$ cat src/design/atc_pkg.sv
// Package for the converter trigger and power control block: map, fields, resets, timing
package atc_pkg;

   localparam int unsigned CLK_HZ       = 10_000_000;
   localparam int unsigned CLK_MHZ      = CLK_HZ / 1_000_000;
   localparam int unsigned NUM_CH       = 8;

   // Time the digital side holds one channel of a sequence
   localparam int unsigned CONV_TIME_NS = 800;
   localparam int unsigned CONV_CYC     = (CONV_TIME_NS * CLK_MHZ + 999) / 1000;
   localparam int unsigned SEQ_CYC      = NUM_CH * CONV_CYC;

   // Byte offsets on the register bus
   localparam logic [4:0] OFF_CTRL     = 5'h00;
   localparam logic [4:0] OFF_TRIG_SRC = 5'h04;
   localparam logic [4:0] OFF_START    = 5'h08;
   localparam logic [4:0] OFF_DIEN     = 5'h0C;
   localparam logic [4:0] OFF_PORT     = 5'h10;
   localparam logic [4:0] OFF_STATUS   = 5'h14;
   localparam logic [4:0] OFF_CLEAR    = 5'h18;
   localparam logic [4:0] OFF_IRQ_EN   = 5'h1C;

   // Event bits shared by status, clear and enable
   localparam int unsigned EV_SEQ_DONE = 0;
   localparam int unsigned EV_OVERRUN  = 1;
   localparam int unsigned EV_RESUMED  = 2;
   localparam int unsigned NUM_EV      = 3;

   // Extra status read bits
   localparam int unsigned STS_BUSY    = 8;
   localparam int unsigned STS_HALTED  = 9;

   localparam int unsigned CTRL_W      = 6;

   typedef struct packed {
      logic wait_halt_bit;
      logic trig_polarity;
      logic trig_level_select;
      logic trig_enable;
      logic scan;
      logic power_up_bit;
   } atc_ctrl_t;

   typedef struct packed {
      logic        read;
      logic        write;
      logic [4:0]  address;
      logic [31:0] writedata;
   } atc_avs_req_t;

   typedef enum logic [1:0] {
      ST_OFF,
      ST_IDLE,
      ST_CONV
   } atc_state_t;

   localparam atc_ctrl_t         CTRL_RST   = 6'h00;
   localparam logic [2:0]        TRIG_CH_RST = 3'h7;
   localparam logic [7:0]        DIEN_RST   = 8'h00;
   localparam logic [7:0]        PORT_RST   = 8'hFF;
   localparam logic [NUM_EV-1:0] EV_RST     = 3'h0;

endpackage : atc_pkg

$ cat src/design/atc_top.sv
// Trigger selection, conversion sequencing, power control and register slave of the converter
//
// Behaviour
// - Trigger disabled: pin ignored; scan clear one sequence, scan set repeats.
// - Edge mode: one sequence per edge; falling if polarity 0, rising if 1.
// - Level mode: convert continuously while trigger active; polarity picks active level.
// - Trigger taken from channel 7 after reset; source register reassigns it.
// - Edge mode: active edge during a running sequence sets the trigger overrun flag.
// - First conversion starts within one clock of the trigger reaching the logic.
// - Trigger channel result is meaningless while external trigger is enabled.
// - Start register writes do not start conversions while trigger is enabled.
// - Level mode: trigger toggling during a sequence never sets overrun.
// - Level mode: trigger still active at sequence end starts another at once.
// - Pads always feed the analog mux; digital buffers enabled per channel.
// - Stop mode halts conversion; leaving it resumes; that result should be discarded.
// - Wait mode halts conversion when wait halt bit is 1; resumes on exit.
// - Clearing power-up aborts conversion; registers stay accessible.
// - Power-up bit resets to zero: block leaves reset powered down.
// - Sequence-complete interrupt gated by its local enable bit.
// - Port bit reads 1 unless buffer enabled or it is the trigger channel with the trigger enabled.
// - Reset sets every port data bit to 1.
//
// The Avalon-MM interface to the registers and the register addresses were chosen for this implementation.
`timescale 1ns/1ps
`default_nettype none

module atc_top
   import atc_pkg::*;
(
   input  wire logic         clk_sys,
   input  wire logic         rst,
   input  wire atc_avs_req_t avs_req,
   output logic [31:0]       avs_readdata,
   output logic              avs_waitrequest,
   input  wire logic [7:0]   an_pin,
   input  wire logic         stop_mode,
   input  wire logic         wait_mode,
   output logic              irq,
   output logic              conv_active,
   output logic [2:0]        conv_channel,
   output logic              conv_result_meaningful
);

   function automatic logic hit(input logic [4:0] a, input logic [4:0] off);
      hit = (a[4:2] == off[4:2]);
   endfunction : hit

   ////////////////////////////////////////////////////////////////////////////
   // Pin synchronisers

   logic [7:0] sync1_q;
   logic [7:0] sync2_q;
   logic [7:0] sync3_q;
   logic [7:0] pin_q;
   logic [7:0] pin_d;
   logic [7:0] port_q;
   logic [7:0] port_d;

   atc_ctrl_t         ctrl_q;
   atc_ctrl_t         ctrl_d;
   logic [2:0]        trig_ch_q;
   logic [2:0]        trig_ch_d;
   logic [7:0]        dien_q;
   logic [7:0]        dien_d;

   genvar gi;
   generate
      for (gi = 0; gi < NUM_CH; gi++) begin : g_pin
         // A change is believed only once two later stages agree
         always_comb begin
            pin_d[gi] = (sync2_q[gi] == sync3_q[gi]) ? sync3_q[gi] : pin_q[gi];
            if (dien_q[gi] || (ctrl_q.trig_enable && trig_ch_q == 3'(gi))) begin
               port_d[gi] = pin_q[gi];
            end else begin
               port_d[gi] = 1'b1;
            end
         end
      end
   endgenerate

   always_ff @(posedge clk_sys) begin
      sync1_q <= an_pin;
      sync2_q <= sync1_q;
      sync3_q <= sync2_q;
      if (rst) begin
         pin_q  <= PORT_RST;
         port_q <= PORT_RST;
      end else begin
         pin_q  <= pin_d;
         port_q <= port_d;
      end
   end

   ////////////////////////////////////////////////////////////////////////////
   // Register bus

   logic                ack_q;
   logic                ack_d;
   logic [31:0]         rdata_q;
   logic [31:0]         rdata_d;
   logic [NUM_EV-1:0]   status_q;
   logic [NUM_EV-1:0]   status_d;
   logic [NUM_EV-1:0]   irq_en_q;
   logic [NUM_EV-1:0]   irq_en_d;
   logic [NUM_EV-1:0]   ev;
   logic                wr_acc;
   logic                sw_start;
   atc_state_t          state_q;
   logic                halt;

   // Every access takes two cycles: one with waitrequest high, then the answer
   assign avs_waitrequest = (avs_req.read | avs_req.write) & ~ack_q;
   assign avs_readdata    = rdata_q;
   assign wr_acc          = avs_req.write & ack_q;
   // the start register is deaf while the external trigger owns starts
   assign sw_start        = wr_acc & hit(avs_req.address, OFF_START) & ~ctrl_q.trig_enable;

   always_comb begin
      ack_d     = (avs_req.read | avs_req.write) & ~ack_q;
      rdata_d   = rdata_q;
      ctrl_d    = ctrl_q;
      trig_ch_d = trig_ch_q;
      dien_d    = dien_q;
      irq_en_d  = irq_en_q;
      if (avs_req.read && !ack_q) begin
         rdata_d = 32'h0000_0000;
         if (hit(avs_req.address, OFF_CTRL)) begin
            rdata_d[CTRL_W-1:0] = ctrl_q;
         end else if (hit(avs_req.address, OFF_TRIG_SRC)) begin
            rdata_d[2:0] = trig_ch_q;
         end else if (hit(avs_req.address, OFF_DIEN)) begin
            rdata_d[7:0] = dien_q;
         end else if (hit(avs_req.address, OFF_PORT)) begin
            rdata_d[7:0] = port_q;
         end else if (hit(avs_req.address, OFF_STATUS)) begin
            rdata_d[NUM_EV-1:0] = status_q;
            rdata_d[STS_BUSY]   = (state_q == ST_CONV);
            rdata_d[STS_HALTED] = halt;
         end else if (hit(avs_req.address, OFF_IRQ_EN)) begin
            rdata_d[NUM_EV-1:0] = irq_en_q;
         end
      end
      // all registers stay writable while powered down
      if (wr_acc) begin
         if (hit(avs_req.address, OFF_CTRL)) begin
            ctrl_d = avs_req.writedata[CTRL_W-1:0];
         end else if (hit(avs_req.address, OFF_TRIG_SRC)) begin
            trig_ch_d = avs_req.writedata[2:0];
         end else if (hit(avs_req.address, OFF_DIEN)) begin
            dien_d = avs_req.writedata[7:0];
         end else if (hit(avs_req.address, OFF_IRQ_EN)) begin
            irq_en_d = avs_req.writedata[NUM_EV-1:0];
         end
      end
   end

   always_ff @(posedge clk_sys) begin
      if (rst) begin
         ack_q     <= 1'b0;
         rdata_q   <= 32'h0000_0000;
         ctrl_q    <= CTRL_RST;
         trig_ch_q <= TRIG_CH_RST;
         dien_q    <= DIEN_RST;
         irq_en_q  <= EV_RST;
      end else begin
         ack_q     <= ack_d;
         rdata_q   <= rdata_d;
         ctrl_q    <= ctrl_d;
         trig_ch_q <= trig_ch_d;
         dien_q    <= dien_d;
         irq_en_q  <= irq_en_d;
      end
   end

   ////////////////////////////////////////////////////////////////////////////
   // Trigger detection

   logic trig_raw;
   logic trig_act;
   logic act_prev_q;
   logic trig_edge;
   logic level_mode;
   logic edge_mode;

   assign trig_raw   = pin_q[trig_ch_q];
   // Polarity 0 means falling edge / active low
   assign trig_act   = ctrl_q.trig_polarity ? trig_raw : ~trig_raw;
   assign trig_edge  = trig_act & ~act_prev_q;
   assign level_mode = ctrl_q.trig_enable & ctrl_q.trig_level_select;
   assign edge_mode  = ctrl_q.trig_enable & ~ctrl_q.trig_level_select;

   always_ff @(posedge clk_sys) begin
      if (rst) begin
         act_prev_q <= 1'b0;
      end else begin
         act_prev_q <= trig_act;
      end
   end

   ////////////////////////////////////////////////////////////////////////////
   // Conversion sequencer

   localparam logic [5:0] SEQ_LAST = 6'(SEQ_CYC - 1);

   atc_state_t state_d;
   logic [5:0] cnt_q;
   logic [5:0] cnt_d;
   logic       halt_q;
   logic       start_req;
   logic       restart;

   assign halt = stop_mode | (wait_mode & ctrl_q.wait_halt_bit);

   always_comb begin
      // pin ignored unless enabled; software start only then
      if (ctrl_q.trig_enable) begin
         start_req = level_mode ? trig_act : trig_edge;
      end else begin
         start_req = sw_start;
      end
      if (ctrl_q.trig_enable) begin
         restart = level_mode & trig_act;
      end else begin
         restart = ctrl_q.scan;
      end
   end

   always_comb begin
      state_d = state_q;
      cnt_d   = cnt_q;
      ev      = '0;
      if (!ctrl_q.power_up_bit) begin
         state_d = ST_OFF;
         cnt_d   = 6'h00;
      end else begin
         unique case (state_q)
            ST_OFF: begin
               state_d = ST_IDLE;
            end
            ST_IDLE: begin
               // A start asked for while halted is dropped, not queued
               if (start_req && !halt) begin
                  state_d = ST_CONV;
                  cnt_d   = 6'h00;
               end
            end
            ST_CONV: begin
               // Level mode never flags overrun, whatever the pin does
               if (edge_mode && trig_edge) begin
                  ev[EV_OVERRUN] = 1'b1;
               end
               if (!halt) begin
                  if (cnt_q == SEQ_LAST) begin
                     ev[EV_SEQ_DONE] = 1'b1;
                     cnt_d           = 6'h00;
                     state_d         = restart ? ST_CONV : ST_IDLE;
                  end else begin
                     cnt_d = cnt_q + 6'h01;
                  end
               end
            end
         endcase
      end
      // Flag the conversion that resumes after a halt so software can drop it
      if (state_q == ST_CONV && halt_q && !halt && ctrl_q.power_up_bit) begin
         ev[EV_RESUMED] = 1'b1;
      end
   end

   always_ff @(posedge clk_sys) begin
      if (rst) begin
         state_q <= ST_OFF;
         cnt_q   <= 6'h00;
         halt_q  <= 1'b0;
      end else begin
         state_q <= state_d;
         cnt_q   <= cnt_d;
         halt_q  <= halt;
      end
   end

   assign conv_active  = (state_q == ST_CONV) & ~halt;
   // the mux follows the sequence regardless of the digital buffers
   assign conv_channel = 3'(cnt_q / 6'(CONV_CYC));
   assign conv_result_meaningful = ~(ctrl_q.trig_enable & (conv_channel == trig_ch_q));

   ////////////////////////////////////////////////////////////////////////////
   // Interrupt status

   logic [NUM_EV-1:0] clr;

   assign clr = (wr_acc && hit(avs_req.address, OFF_CLEAR)) ? avs_req.writedata[NUM_EV-1:0] : '0;

   always_comb begin
      // A new event wins over a clear in the same cycle
      status_d = (status_q & ~clr) | ev;
   end

   always_ff @(posedge clk_sys) begin
      if (rst) begin
         status_q <= EV_RST;
      end else begin
         status_q <= status_d;
      end
   end

   // Processor-side masking is done outside this block
   assign irq = |(status_q & irq_en_q);

endmodule : atc_top

`default_nettype wire
$ cat config.mk
export PLATFORM = sky130hd
export DESIGN_NAME = atc_top
export DESIGN_NICKNAME = d
export VERILOG_FILES = /design/src/design/atc_pkg.sv /design/src/design/atc_top.sv
export SDC_FILE = /design/constraint.sdc
export NUM_CORES = 1
export LEC_CHECK = 0
export BUFFER_PORTS_ARGS = -buffer_cell sky130_fd_sc_hd__buf_2
export CORE_MARGIN = 8
export CORE_UTILIZATION = 40
export CTS_CLUSTER_DIAMETER = 200
export DETAILED_ROUTE_END_ITERATION = 8
export PLACE_DENSITY = 0.68
export SLEW_MARGIN = 25
export SYNTH_ARGS = -nofsm -noshare
export SYNTH_HDL_FRONTEND = slang
export SYNTH_SLANG_ARGS = --single-unit
$ cat constraint.sdc
create_clock -name clk_sys -period 1.8 [get_ports clk_sys]
set_input_delay 0.18 -clock clk_sys [delete_from_list [all_inputs] [get_ports clk_sys]]
set_output_delay 0.18 -clock clk_sys [all_outputs]
set_load 0.1 [all_outputs]
==> summary.md, run 1 <==
| Metric | Value |
|---|---|
| Run status | finished, violations left |
| Failing checks | negative setup slack |
| Post-synthesis cell count | slightly below 400 |
| Worst vdd ir | ~470 uV |
| Initial antenna violation count | 0 |
| Total power | 4.15 mW |
| Routability-driven placement congestion ratio | between 0.8 and 0.9 |
| Final Cycle Share | 111% |
| Largest cells by area after synthesis | dfxtp_1, nor2_1, buf_4 |
| R2R Path Start | trig_ch_q[1]$_SDFFE_PP1P_ |
| Flop2flop setup slack | -200 ps |
| Vias in the first global route | roughly 3,000 |
| Pins over their slew limit | 0 |
| Skew final | around 12 ps |
| Die height | between 100 and 150 um |
| Post-synth top flop | dfxtp_1 |
| Setup violators final | 9 |
| P_int | between 2 and 3 mW |
| Critical Path Source Type | flop |
| Post-Synthesis Cell Area | 3590 sq um |
| Worst hold path depth | 3 |
| CTS HTree Levels | 3 |
| First-pass GRT wire length | around 14 mm |
| Final hold violations | 0 |
| Clock sinks | 84 |
| N_diodes | 0 |
| R2r worst-path depth | 6 |
| Drt via density | 5.27 |
| Sequential power share | 46.9% |
| DR iter-0 viols | between 150 and 200 |
| TritonCTS Buffers | 9 |
| Global Route Usage Sum | 13.9% |
| Syn-to-layout area delta | 25.5% |
| Synthesized area per cell | 9.18 sq um |
| Initial Util | between 40% and 50% |
| Fmax | about 500 MHz |
| RSZ-0062 raised after global routing | yes |
| Finished Layout Cells | 581 |
| ANT nets after route | 0 |
| Worst endpoint required time | ~2100 ps |
| Clk pin slew, worst setup/hold paths | about 90 ps |
| Synth cell count leaders | dfxtp_1, nor2_1, buf_4 |
| Core ar. | 8720 sq um |
| Largest net degree at the start of global routing | 28 |
| Worst Hold Class | in -> reg |
| Most frequent cell after synthesis | dfxtp_1 |
| Full die area | ~12,000 sq um |
| Cell variety after synth | 53 |
| Crit. End Element | flop |
| CTS tree | built |
| Final min period | about 2000 ps |
| Yosys warns | 0 |
| Critical Path AT | roughly 2300 ps |
| Yosys top cell area share | 46.8% |
| Dpl ws | -222 ps |
| Logic gate share of total power | between 10% and 20% |
| Hold path startpoint | avs_req[6] |
| # rows | 34 |
| HPWL reported at the end of detailed placement | approximately 6.4 mm |
| Switching portion of total power | between 20 and 30% |
| Max FO, Critical Path | 5 |
| Worst path setup slack after routing | -201 ps |
| DRT Wirelength | about 9 mm |
| Number of synthesized flops with an enable pin | 0 |
| WS Path Type | reg -> reg |
| Layout Nets | approximately 520 |
| Fraction of final layout cells sized beyond drive strength 1 | about a quarter |
| Hold EP | dien_q[6]$_SDFFE_PP0P_ |
| IO Pins | 90 |
| Die X | between 100 and 150 um |
| Remaining global-route overflow | 0 |
| R2R Path End | state_q[1]$_SDFFE_PP0P_ |
| Root buf cell | clkbuf_8 |
| Placed Cells | 553 |
| Pwr per Cell Area | between 900 and 1000 nW/um^2 |
| Vias | between 3,000 and 4,000 |
| Clock Power Share | approximately two fifths |
| Leakage | between 1.5 and 2 nW |
| Psw | 1.23 mW |
| Total of max-cap violations | 0 |
| First-pass iteration count of the detailed router | 4 |
| WL/cell | about 15 um |
| Post-synthesis sequential area ratio | between 40% and 50% |
| Clock Latency Late Sink | 350 ps |
| Max clock buf depth | 2 |
| DRC Markers | 0 |
| Register bit total from synthesis | 84 |
| Async S/R FF share, synth | 0% |
| Biggest area consumer among synthesized cells | dfxtp_1 |
| I/O Buffers | 41 |
-- state kept, by name, indices dropped and copies added (netlist names) --
register / count
sync3_q: 8
status_q: 3
dien_q: 8
ctrl_q: 6
sync1_q: 8
ack_q: 1
irq_en_q: 3
act_prev_q: 1
state_q: 2
avs_readdata: 10
sync2_q: 8
pin_q: 8
port_q: 8
trig_ch_q: 3
halt_q: 1
cnt_q: 6
-- area by class of cell --
cell class	instances	area, sq um
clock buffers	10	138
clock inverters	6	100
fillers	808	4210
inverters	9	33.8
multi-input cells	270	1750
flip-flops and latches	84	1690
well taps	108	135
repair buffers	94	661
-- repair_timing --
action	CTS	global route
resized for setup	5	16
endpoints found under the setup margin	9	11
pin swaps	1	4
endpoints found under the hold margin	8	0
setup buffers	1	3
hold buffers	8	0
-- layout by cell type, fill, tap and decap left out, types with 3 or more instances in the layout --
cell type | Yosys | final
o21bai_1 | 8 | 8
conb_1 | 1 | 22
xnor2_1 | 4 | 3
clkbuf_8 | 0 | 10
o21ai_0 | 6 | 6
nor2b_1 | 6 | 6
o22ai_1 | 6 | 4
nand3b_1 | 4 | 4
mux2_1 | 4 | 4
dlygate4sd3_1 | 0 | 8
a32oi_1 | 4 | 4
a221oi_1 | 3 | 3
inv_1 | 9 | 9
o31a_1 | 3 | 3
nor3_1 | 7 | 7
or3_1 | 7 | 7
mux2i_1 | 18 | 18
nand3_1 | 6 | 6
buf_4 | 25 | 42
a21oi_1 | 19 | 18
nor2_1 | 56 | 56
nand4_1 | 6 | 6
o211ai_1 | 4 | 4
nor3b_1 | 3 | 3
buf_2 | 2 | 39
a211o_1 | 3 | 3
nand2_1 | 23 | 23
nand2b_1 | 4 | 4
dfxtp_1 | 84 | 83
o21ai_1 | 8 | 8
-- worst max-delay path: stages, from the launching register on --
cell and delay (ps):
dfxtp_4 380, mux4_2 530, mux2i_4 190, buf_12 140
o22ai_4 70, or3_1 380, o41ai_2 220
-- power groups by stage --
stage | combinational, mW | clock (mW) | sequential [mW]
2_1_floorplan | 0.395 | 0 | 2.08
3_3_place_gp | 0.568 | 0 | 1.99
3_5_place_dp | 0.574 | 0 | 1.99
4_1_cts | 0.590 | 1.61 | 1.95
5_1_grt | 0.643 | 1.70 | 1.95
6_report | 0.612 | 1.59 | 1.95
-- cells by family after synthesis --
logic type      count (synthesis)  share of synthesized area (%)
other cells                     1                          0.104
mux                            25                           8.15
fa+ha+maj                       3                           1.05
compound gates                 86                           16.6
xor+xnor                        4                          0.976
simple gates                  130                           17.3
buf+inv                        58                           8.95
flops                          84                           46.8
-- through the flow --
step / utilization [%] / TNS (ps) / hold slack (ps) / area (sq um)
6_report: 51.7 / -1460 / 87.1 / 4510
3_3_place_gp: 46.5 / -981 / 282 / 4050
2_1_floorplan: - / -145 / 208 / 3680
3_5_place_dp: 46.5 / -1470 / 284 / 4050
5_1_grt: 51.7 / -2120 / 75.5 / 4510
4_1_cts: 50.4 / -1430 / 73.5 / 4390
-- per-layer routing --
metal	global-route usage, %	vias up	share of wire [%]
met1	15.7	1434	42
met4	6.85	0	2.6
met5	0	-	0
met3	3.84	26	6.2
li1	-	1492	-
met2	23.5	108	49
-- how the worst max path moves through the flow --
stage          slack (ps)                      start                      end
2_1_floorplan         -60  trig_ch_q[1]$_SDFFE_PP1P_  state_q[1]$_SDFFE_PP0P_
3_3_place_gp         -140  trig_ch_q[1]$_SDFFE_PP1P_    cnt_q[5]$_SDFFE_PP0P_
3_5_place_dp         -220  trig_ch_q[1]$_SDFFE_PP1P_  state_q[1]$_SDFFE_PP0P_
4_1_cts              -190  trig_ch_q[1]$_SDFFE_PP1P_  state_q[1]$_SDFFE_PP0P_
5_1_grt              -280  trig_ch_q[1]$_SDFFE_PP1P_    cnt_q[5]$_SDFFE_PP0P_
6_report             -200  trig_ch_q[1]$_SDFFE_PP1P_  state_q[1]$_SDFFE_PP0P_
Note: power is estimated with default switching activity, not from simulation.
==> inputs of run 2 (changes only) <==
--- a/config.mk
+++ b/config.mk
@@ -10,7 +10,7 @@
 export CORE_UTILIZATION = 40
 export CTS_CLUSTER_DIAMETER = 200
 export DETAILED_ROUTE_END_ITERATION = 8
-export PLACE_DENSITY = 0.68
+export PLACE_DENSITY = 0.66
 export SLEW_MARGIN = 25
 export SYNTH_ARGS = -nofsm -noshare
 export SYNTH_HDL_FRONTEND = slang
==> run 2 against run 1 <==
Against the previous run: the flow still finishes with violations (negative setup slack); worst hold slack got worse by 31 ps; die area did not move; power fell by 7.3%; critical endpoint is now cnt_q[4]$_SDFFE_PP0P_; largest cell class unchanged.
==> summary.md, run 2 (same netlist as run 1, synthesis figures left out) <==
| Metric | Value |
|---|---|
| Run status | finished, violations left |
| Failing checks | negative setup slack |
| Global Route Usage Sum | 14.0% |
| Layout Nets | approximately 520 |
| Worst Hold Class | in -> reg |
| Initial Util | between 40% and 50% |
| Die X | approximately 110 um |
| Die height | between 100 and 150 um |
| CTS tree | built |
| DRC Markers | 0 |
| Setup TNS | -1220 ps |
| Hold path startpoint | avs_req[7] |
| Total of max-cap violations | 0 |
| Hold_ws | roughly 56 ps |
| Fill count | slightly above 800 |
| TritonCTS Buffers | 9 |
| I/O Buffers | a little over 40 |
| Initial antenna violation count | 0 |
| Most common cell after layout, fill and taps aside | dfxtp_1 |
| CP cell instances | mux4_2 -> mux2i_4 -> buf_6 -> o22ai_4 -> a2111oi_0 -> o22ai_1 |
| Max clock buf depth | 2 |
| Final Cycle Share | 111% |
| First-pass iteration count of the detailed router | 4 |
| Clock Latency Late Sink | approximately 360 ps |
| Slowest CP cell | mux4_2 |
| Root buf cell | clkbuf_8 |
| Critical Path AT | 2240 ps |
| Max FO, Critical Path | 5 |
| Crit. End Element | flop |
| Commonest non-fill, non-tap cells in the layout | dfxtp_1, nor2_1, buf_2 |
| Worst hold path depth | 3 |
| # rows | 34 |
| Pwr per Cell Area | a little under 900 nW/um^2 |
| Placed Cells | roughly 550 |
| Finished Layout Cells | 575 |
| First-pass GRT wire length | between 10 and 15 mm |
| Full die area | 12,300 sq um |
| ANT nets after route | 0 |
| Drt via density | ~5 |
| Seq. cell area | between 1500 and 2000 sq um |
| Remaining global-route overflow | 0 |
| HPWL reported at the end of detailed placement | approximately 6.1 mm |
| Critical Path Source Type | flop |
| Fmax | around 500 MHz |
| Worst vdd ir | between 500 and 600 uV |
| WS Path Type | reg -> reg |
| R2R Path Start | trig_ch_q[1]$_SDFFE_PP1P_ |
| Hold EP | dien_q[7]$_SDFFE_PP0P_ |
| Routability-driven placement congestion ratio | 0.831 |
| Vias in the first global route | 2,870 |
| Peak per-stage delay on the critical path | 530 ps |
| Area of the multi-input gates | 1710 sq um |
| Final min period | around 2000 ps |
| Placed Area | between 4000 and 5000 sq um |
| Flop2flop setup slack | -200 ps |
| Largest net degree at the start of global routing | 54 |
| Core ar. | between 8000 and 9000 sq um |
| DRT Wirelength | between 8 and 9 mm |
| Clock sinks | 84 |
| R2R Path End | cnt_q[4]$_SDFFE_PP0P_ |
| Skew final | 9.56 ps |
| CTS HTree Levels | 3 |
| Clk pin slew, worst setup/hold paths | ~100 ps |
| N_diodes | 0 |
| Final hold violations | 0 |
| Syn-to-layout area delta | 21.9% |
| RSZ-0062 raised after global routing | yes |
| Vias | just under 3,000 |
| Post-route cell area | about 4400 sq um |
| DR iter-0 viols | between 100 and 150 |
| Setup violators final | 8 |
| IO Pins | 90 |
| Leakage | around 1.8 nW |
| Pins over their slew limit | 0 |
| Worst endpoint required time | between 2000 and 2500 ps |
| Max reg flops | 10 |
| Worst path setup slack after routing | -197 ps |
| Fraction of final layout cells sized beyond drive strength 1 | a little under a quarter |
| WL/cell | 14.9 um |
| R2r worst-path depth | 6 |
-- run 2: cell types whose count changed in the layout (fill, tap and decap cells not counted), moves of 2 or more --
cell        previous run  this run
bufinv_16              2         0
o31ai_2                2         0
clkinvlp_4             0         2
buf_4                 42        36
o31ai_1                0         2
-- run 2: metrics by stage --
step                setup WS (ps)  utilization [%]  power [mW]
floorplan                   -56.7                -        2.47
global placement             -121             46.2        2.55
detailed placement           -169             46.2        2.56
CTS                          -166             49.8        3.88
global route                 -324             50.2        4.00
finish                       -197             50.2        3.84
-- run 2: report_power, final --
| group | switching [mW] | internal, mW | leakage (nW) | total, mW |
|---|---|---|---|---|
| logic | 0.448 | 0.144 | 1.02 | 0.592 |
| clock network | 0.767 | 0.539 | 0.0922 | 1.31 |
| registers | 0.0287 | 1.92 | 0.690 | 1.95 |
| total | 1.24 | 2.60 | 1.80 | 3.84 |
-- run 2: worst max-delay path: cells and delay by family (launching register included) --
family | cells | cell delay (ps)
AO/OA/AOI/OAI | 3 | 550
buffers and inverters | 1 | 150
flip-flops | 1 | 380
multiplexers | 2 | 790
-- run 2: worst max-delay path by stage --
stage | to | startpoint | depth (start not counted)
final | cnt_q[4]$_SDFFE_PP0P_ | trig_ch_q[1]$_SDFFE_PP1P_ | 6
after global routing | state_q[0]$_SDFFE_PP0P_ | cnt_q[1]$_SDFFE_PP0P_ | 7
after CTS | cnt_q[0]$_SDFFE_PP0P_ | trig_ch_q[1]$_SDFFE_PP1P_ | 7
after detailed placement | state_q[1]$_SDFFE_PP0P_ | trig_ch_q[1]$_SDFFE_PP1P_ | 5
after global placement | state_q[1]$_SDFFE_PP0P_ | trig_ch_q[1]$_SDFFE_PP1P_ | 5
after floorplan | state_q[1]$_SDFFE_PP0P_ | trig_ch_q[1]$_SDFFE_PP1P_ | 5
-- run 2: final cells by class --
class | count | area share, %
Inverter | 9 | 0.772
Clock buffer | 9 | 2.83
Sequential cell | 84 | 38.5
Clock inverter | 7 | 1.51
Multi-Input combinational cell | 270 | 39.2
Tap cell | 108 | 3.09
Timing Repair Buffer | 88 | 14.1
-- run 2: per-layer routing --
metal	part of all wire [%]	track usage (%)	wire length, um
met5	0	0	0
met4	2.0	6.22	168
met3	6.2	4.87	533
met2	46	21.7	3960
met1	46	17.2	3920
-- run 2: repair_timing --
action | 4_1_cts | 5_1_grt
gates resized for setup | 4 | 11
endpoints found under the setup margin | 10 | 11
hold buffers | 8 | 0
setup buffers | 3 | 0
pin swaps | 2 | 1
hold endpoints to repair | 8 | 0
==> inputs of run 3 (changes only) <==
--- a/config.mk
+++ b/config.mk
@@ -5,12 +5,12 @@
 export SDC_FILE = /design/constraint.sdc
 export NUM_CORES = 1
 export LEC_CHECK = 0
-export BUFFER_PORTS_ARGS = -buffer_cell sky130_fd_sc_hd__buf_2
+export BUFFER_PORTS_ARGS = -buffer_cell sky130_fd_sc_hd__buf_4
 export CORE_MARGIN = 8
-export CORE_UTILIZATION = 40
+export CORE_UTILIZATION = 48
 export CTS_CLUSTER_DIAMETER = 200
 export DETAILED_ROUTE_END_ITERATION = 8
-export PLACE_DENSITY = 0.66
+export PLACE_DENSITY = 0.77
 export SLEW_MARGIN = 25
 export SYNTH_ARGS = -nofsm -noshare
 export SYNTH_HDL_FRONTEND = slang
==> run 3 against run 2 <==
Against the previous run: the flow still finishes with violations (negative setup slack); register-to-register slack better by 90 ps; critical path depth unchanged; sequential share of layout area shrank 1.2 points; core utilization rose by 12 points; combinational power up 5.2%; cell area rose by 3.3%; fmax is 4.9% higher; power rose by 2.0%; routed wire length rose by 3.1%; first-iteration DRC count is 18% higher; non-clock buffer count rose by 3; largest cell class unchanged.
==> summary.md, run 3 (same netlist as run 1, synthesis figures left out) <==
| Metric | Value |
|---|---|
| Die X | slightly above 100 um |
| Critical Path AT | 2170 ps |
| Placed Cells | approximately 540 |
| CTS HTree Levels | 3 |
| N_diodes | 0 |
| Syn-to-layout area delta | 25.9% |
| Remaining global-route overflow | 0 |
| Max reg flops | 10 |
| Global Route Usage Sum | 17.2% |
| Initial antenna violation count | 0 |
| Worst Hold Class | in -> reg |
| Full die area | between 10,000 and 15,000 sq um |
| Clock Latency Late Sink | roughly 360 ps |
| Clock sinks | 84 |
| Clk pin slew, worst setup/hold paths | 80 ps |
| Max clock buf depth | 2 |
| Run status | finished, violations left |
| Die height | roughly 100 um |
| Fraction of final layout cells sized beyond drive strength 1 | between 20 and 25% |
| Worst endpoint required time | just over 2000 ps |
| Fill count | between 500 and 600 |
| Critical Path Source Type | flop |
| Skew final | around 9.8 ps |
| Fmax | roughly 530 MHz |
| ANT nets after route | 0 |
| First-pass iteration count of the detailed router | 4 |
| Vias | between 3,000 and 4,000 |
| Psw | 1.18 mW |
| Final hold violations | 0 |
| Routability-driven placement congestion ratio | between 0.8 and 0.9 |
| Leakage | roughly 1.8 nW |
| Sequential power share | roughly 50% |
| Finished Layout Cells | between 500 and 600 |
| Clock Power Share | between 30% and 40% |
| I/O Buffers | 41 |
| Crit. End Element | flop |
| Max FO, Critical Path | 10 |
| Layout Nets | between 500 and 600 |
| Initial Util | about half |
| Failing checks | negative setup slack |
| Final Cycle Share | 106% |
| Core ar. | 7250 sq um |
| Setup violators final | 9 |
| Drt via density | ~5.4 |
| Final min period | between 1500 and 2000 ps |
| DR iter-0 viols | 160 |
| Largest net degree at the start of global routing | 39 |
| Total power | between 3 and 4 mW |
| DRT Wirelength | between 8 and 9 mm |
| P_int | between 2 and 3 mW |
| HPWL reported at the end of detailed placement | between 6 and 7 mm |
| Setup TNS | -686 ps |
| TritonCTS Buffers | 9 |
| First-pass GRT wire length | around 14 mm |
| RSZ-0062 raised after global routing | yes |
| Logic gate share of total power | around 16% |
| Most common cell after layout, fill and taps aside | dfxtp_1 |
| IO Pins | 90 |
| Root buf cell | clkbuf_8 |
| Pwr per Cell Area | between 800 and 900 nW/um^2 |
| Total of max-cap violations | 0 |
| Worst vdd ir | 558 uV |
| Pins over their slew limit | 0 |
| Vias in the first global route | roughly 2,800 |
| CTS tree | built |
| # rows | 31 |
| WL/cell | approximately 16 um |
| DRC Markers | 0 |
| Commonest non-fill, non-tap cells in the layout | dfxtp_1, buf_4, nor2_1 |
| Switching portion of total power | 30.1% |
| Dpl ws | -209 ps |
| WS Path Type | reg -> reg |
| Worst path setup slack after routing | -104 ps |
==> run 3: changes by cell type in the layout (fill, tap and decap cells not counted), sizes merged <==
cell,delta
clkbuf,+1
buf,+3
bufinv,+1
inv,-3
clkinv,+1
==> run 3: per-layer routing <==
layer	share of wire (%)	global-route usage, %
met3	8.2	4.79
met4	1.6	5.98
met2	48	29.1
met5	0	0
met1	42	20.4
==> run 3: cell type report <==
class                   count  area, sq um  area share [%]
clock buffers              10          128            2.82
repair buffers             91          723            16.0
flip-flops and latches     84         1690            37.3
clock inverters             6         71.3            1.58
well taps                  99          124            2.74
multi-input cells         270         1760            38.8
inverters                   9         33.8           0.747
==> run 3: critical path: stages (launching register included) <==
cell and delay, ps:
dfxtp_4 370, mux4_2 520, mux2i_4 180, buf_12 150, and4_4 310, a2111oi_2 80, a211oi_2 210
==> run 3: power by group through the flow <==
stage	combinational, mW	sequential, mW	clock [mW]
2_1_floorplan	0.395	2.08	0
3_3_place_gp	0.580	1.99	0
3_5_place_dp	0.586	1.99	0
4_1_cts	0.619	1.95	1.38
5_1_grt	0.652	1.95	1.45
6_report	0.623	1.95	1.35
==> run 3: timing repair <==
action                                  4_1_cts  5_1_grt
pin swaps                                     9        3
endpoints found under the setup margin        9       10
endpoints found under the hold margin         8        0
hold buffers                                  8        0
gates resized for setup                      16        5
buffers inserted                              3        0
==> run 3: path summary, 6_finish.rpt <==
path                                                end                      start  slack (ps)  cells after the start
worst min-delay path             dien_q[7]$_SDFFE_PP0P_                 avs_req[7]          50                      3
worst min register to register       sync2_q[4]$_DFF_P_         sync1_q[4]$_DFF_P_         330                      0
worst max register to register  state_q[0]$_SDFFE_PP0P_  trig_ch_q[1]$_SDFFE_PP1P_        -100                      6
worst max-delay path            state_q[0]$_SDFFE_PP0P_  trig_ch_q[1]$_SDFFE_PP1P_        -100                      6
==> run 3: stage by stage <==
step / instance area, sq um / hold WS (ps) / utilization [%]
floorplan: 3680 / 208 / -
global placement: 4110 / 284 / 56.7
detailed placement: 4110 / 285 / 56.7
CTS: 4510 / 45.7 / 62.2
global route: 4520 / 61.0 / 62.3
finish: 4520 / 53.4 / 62.3
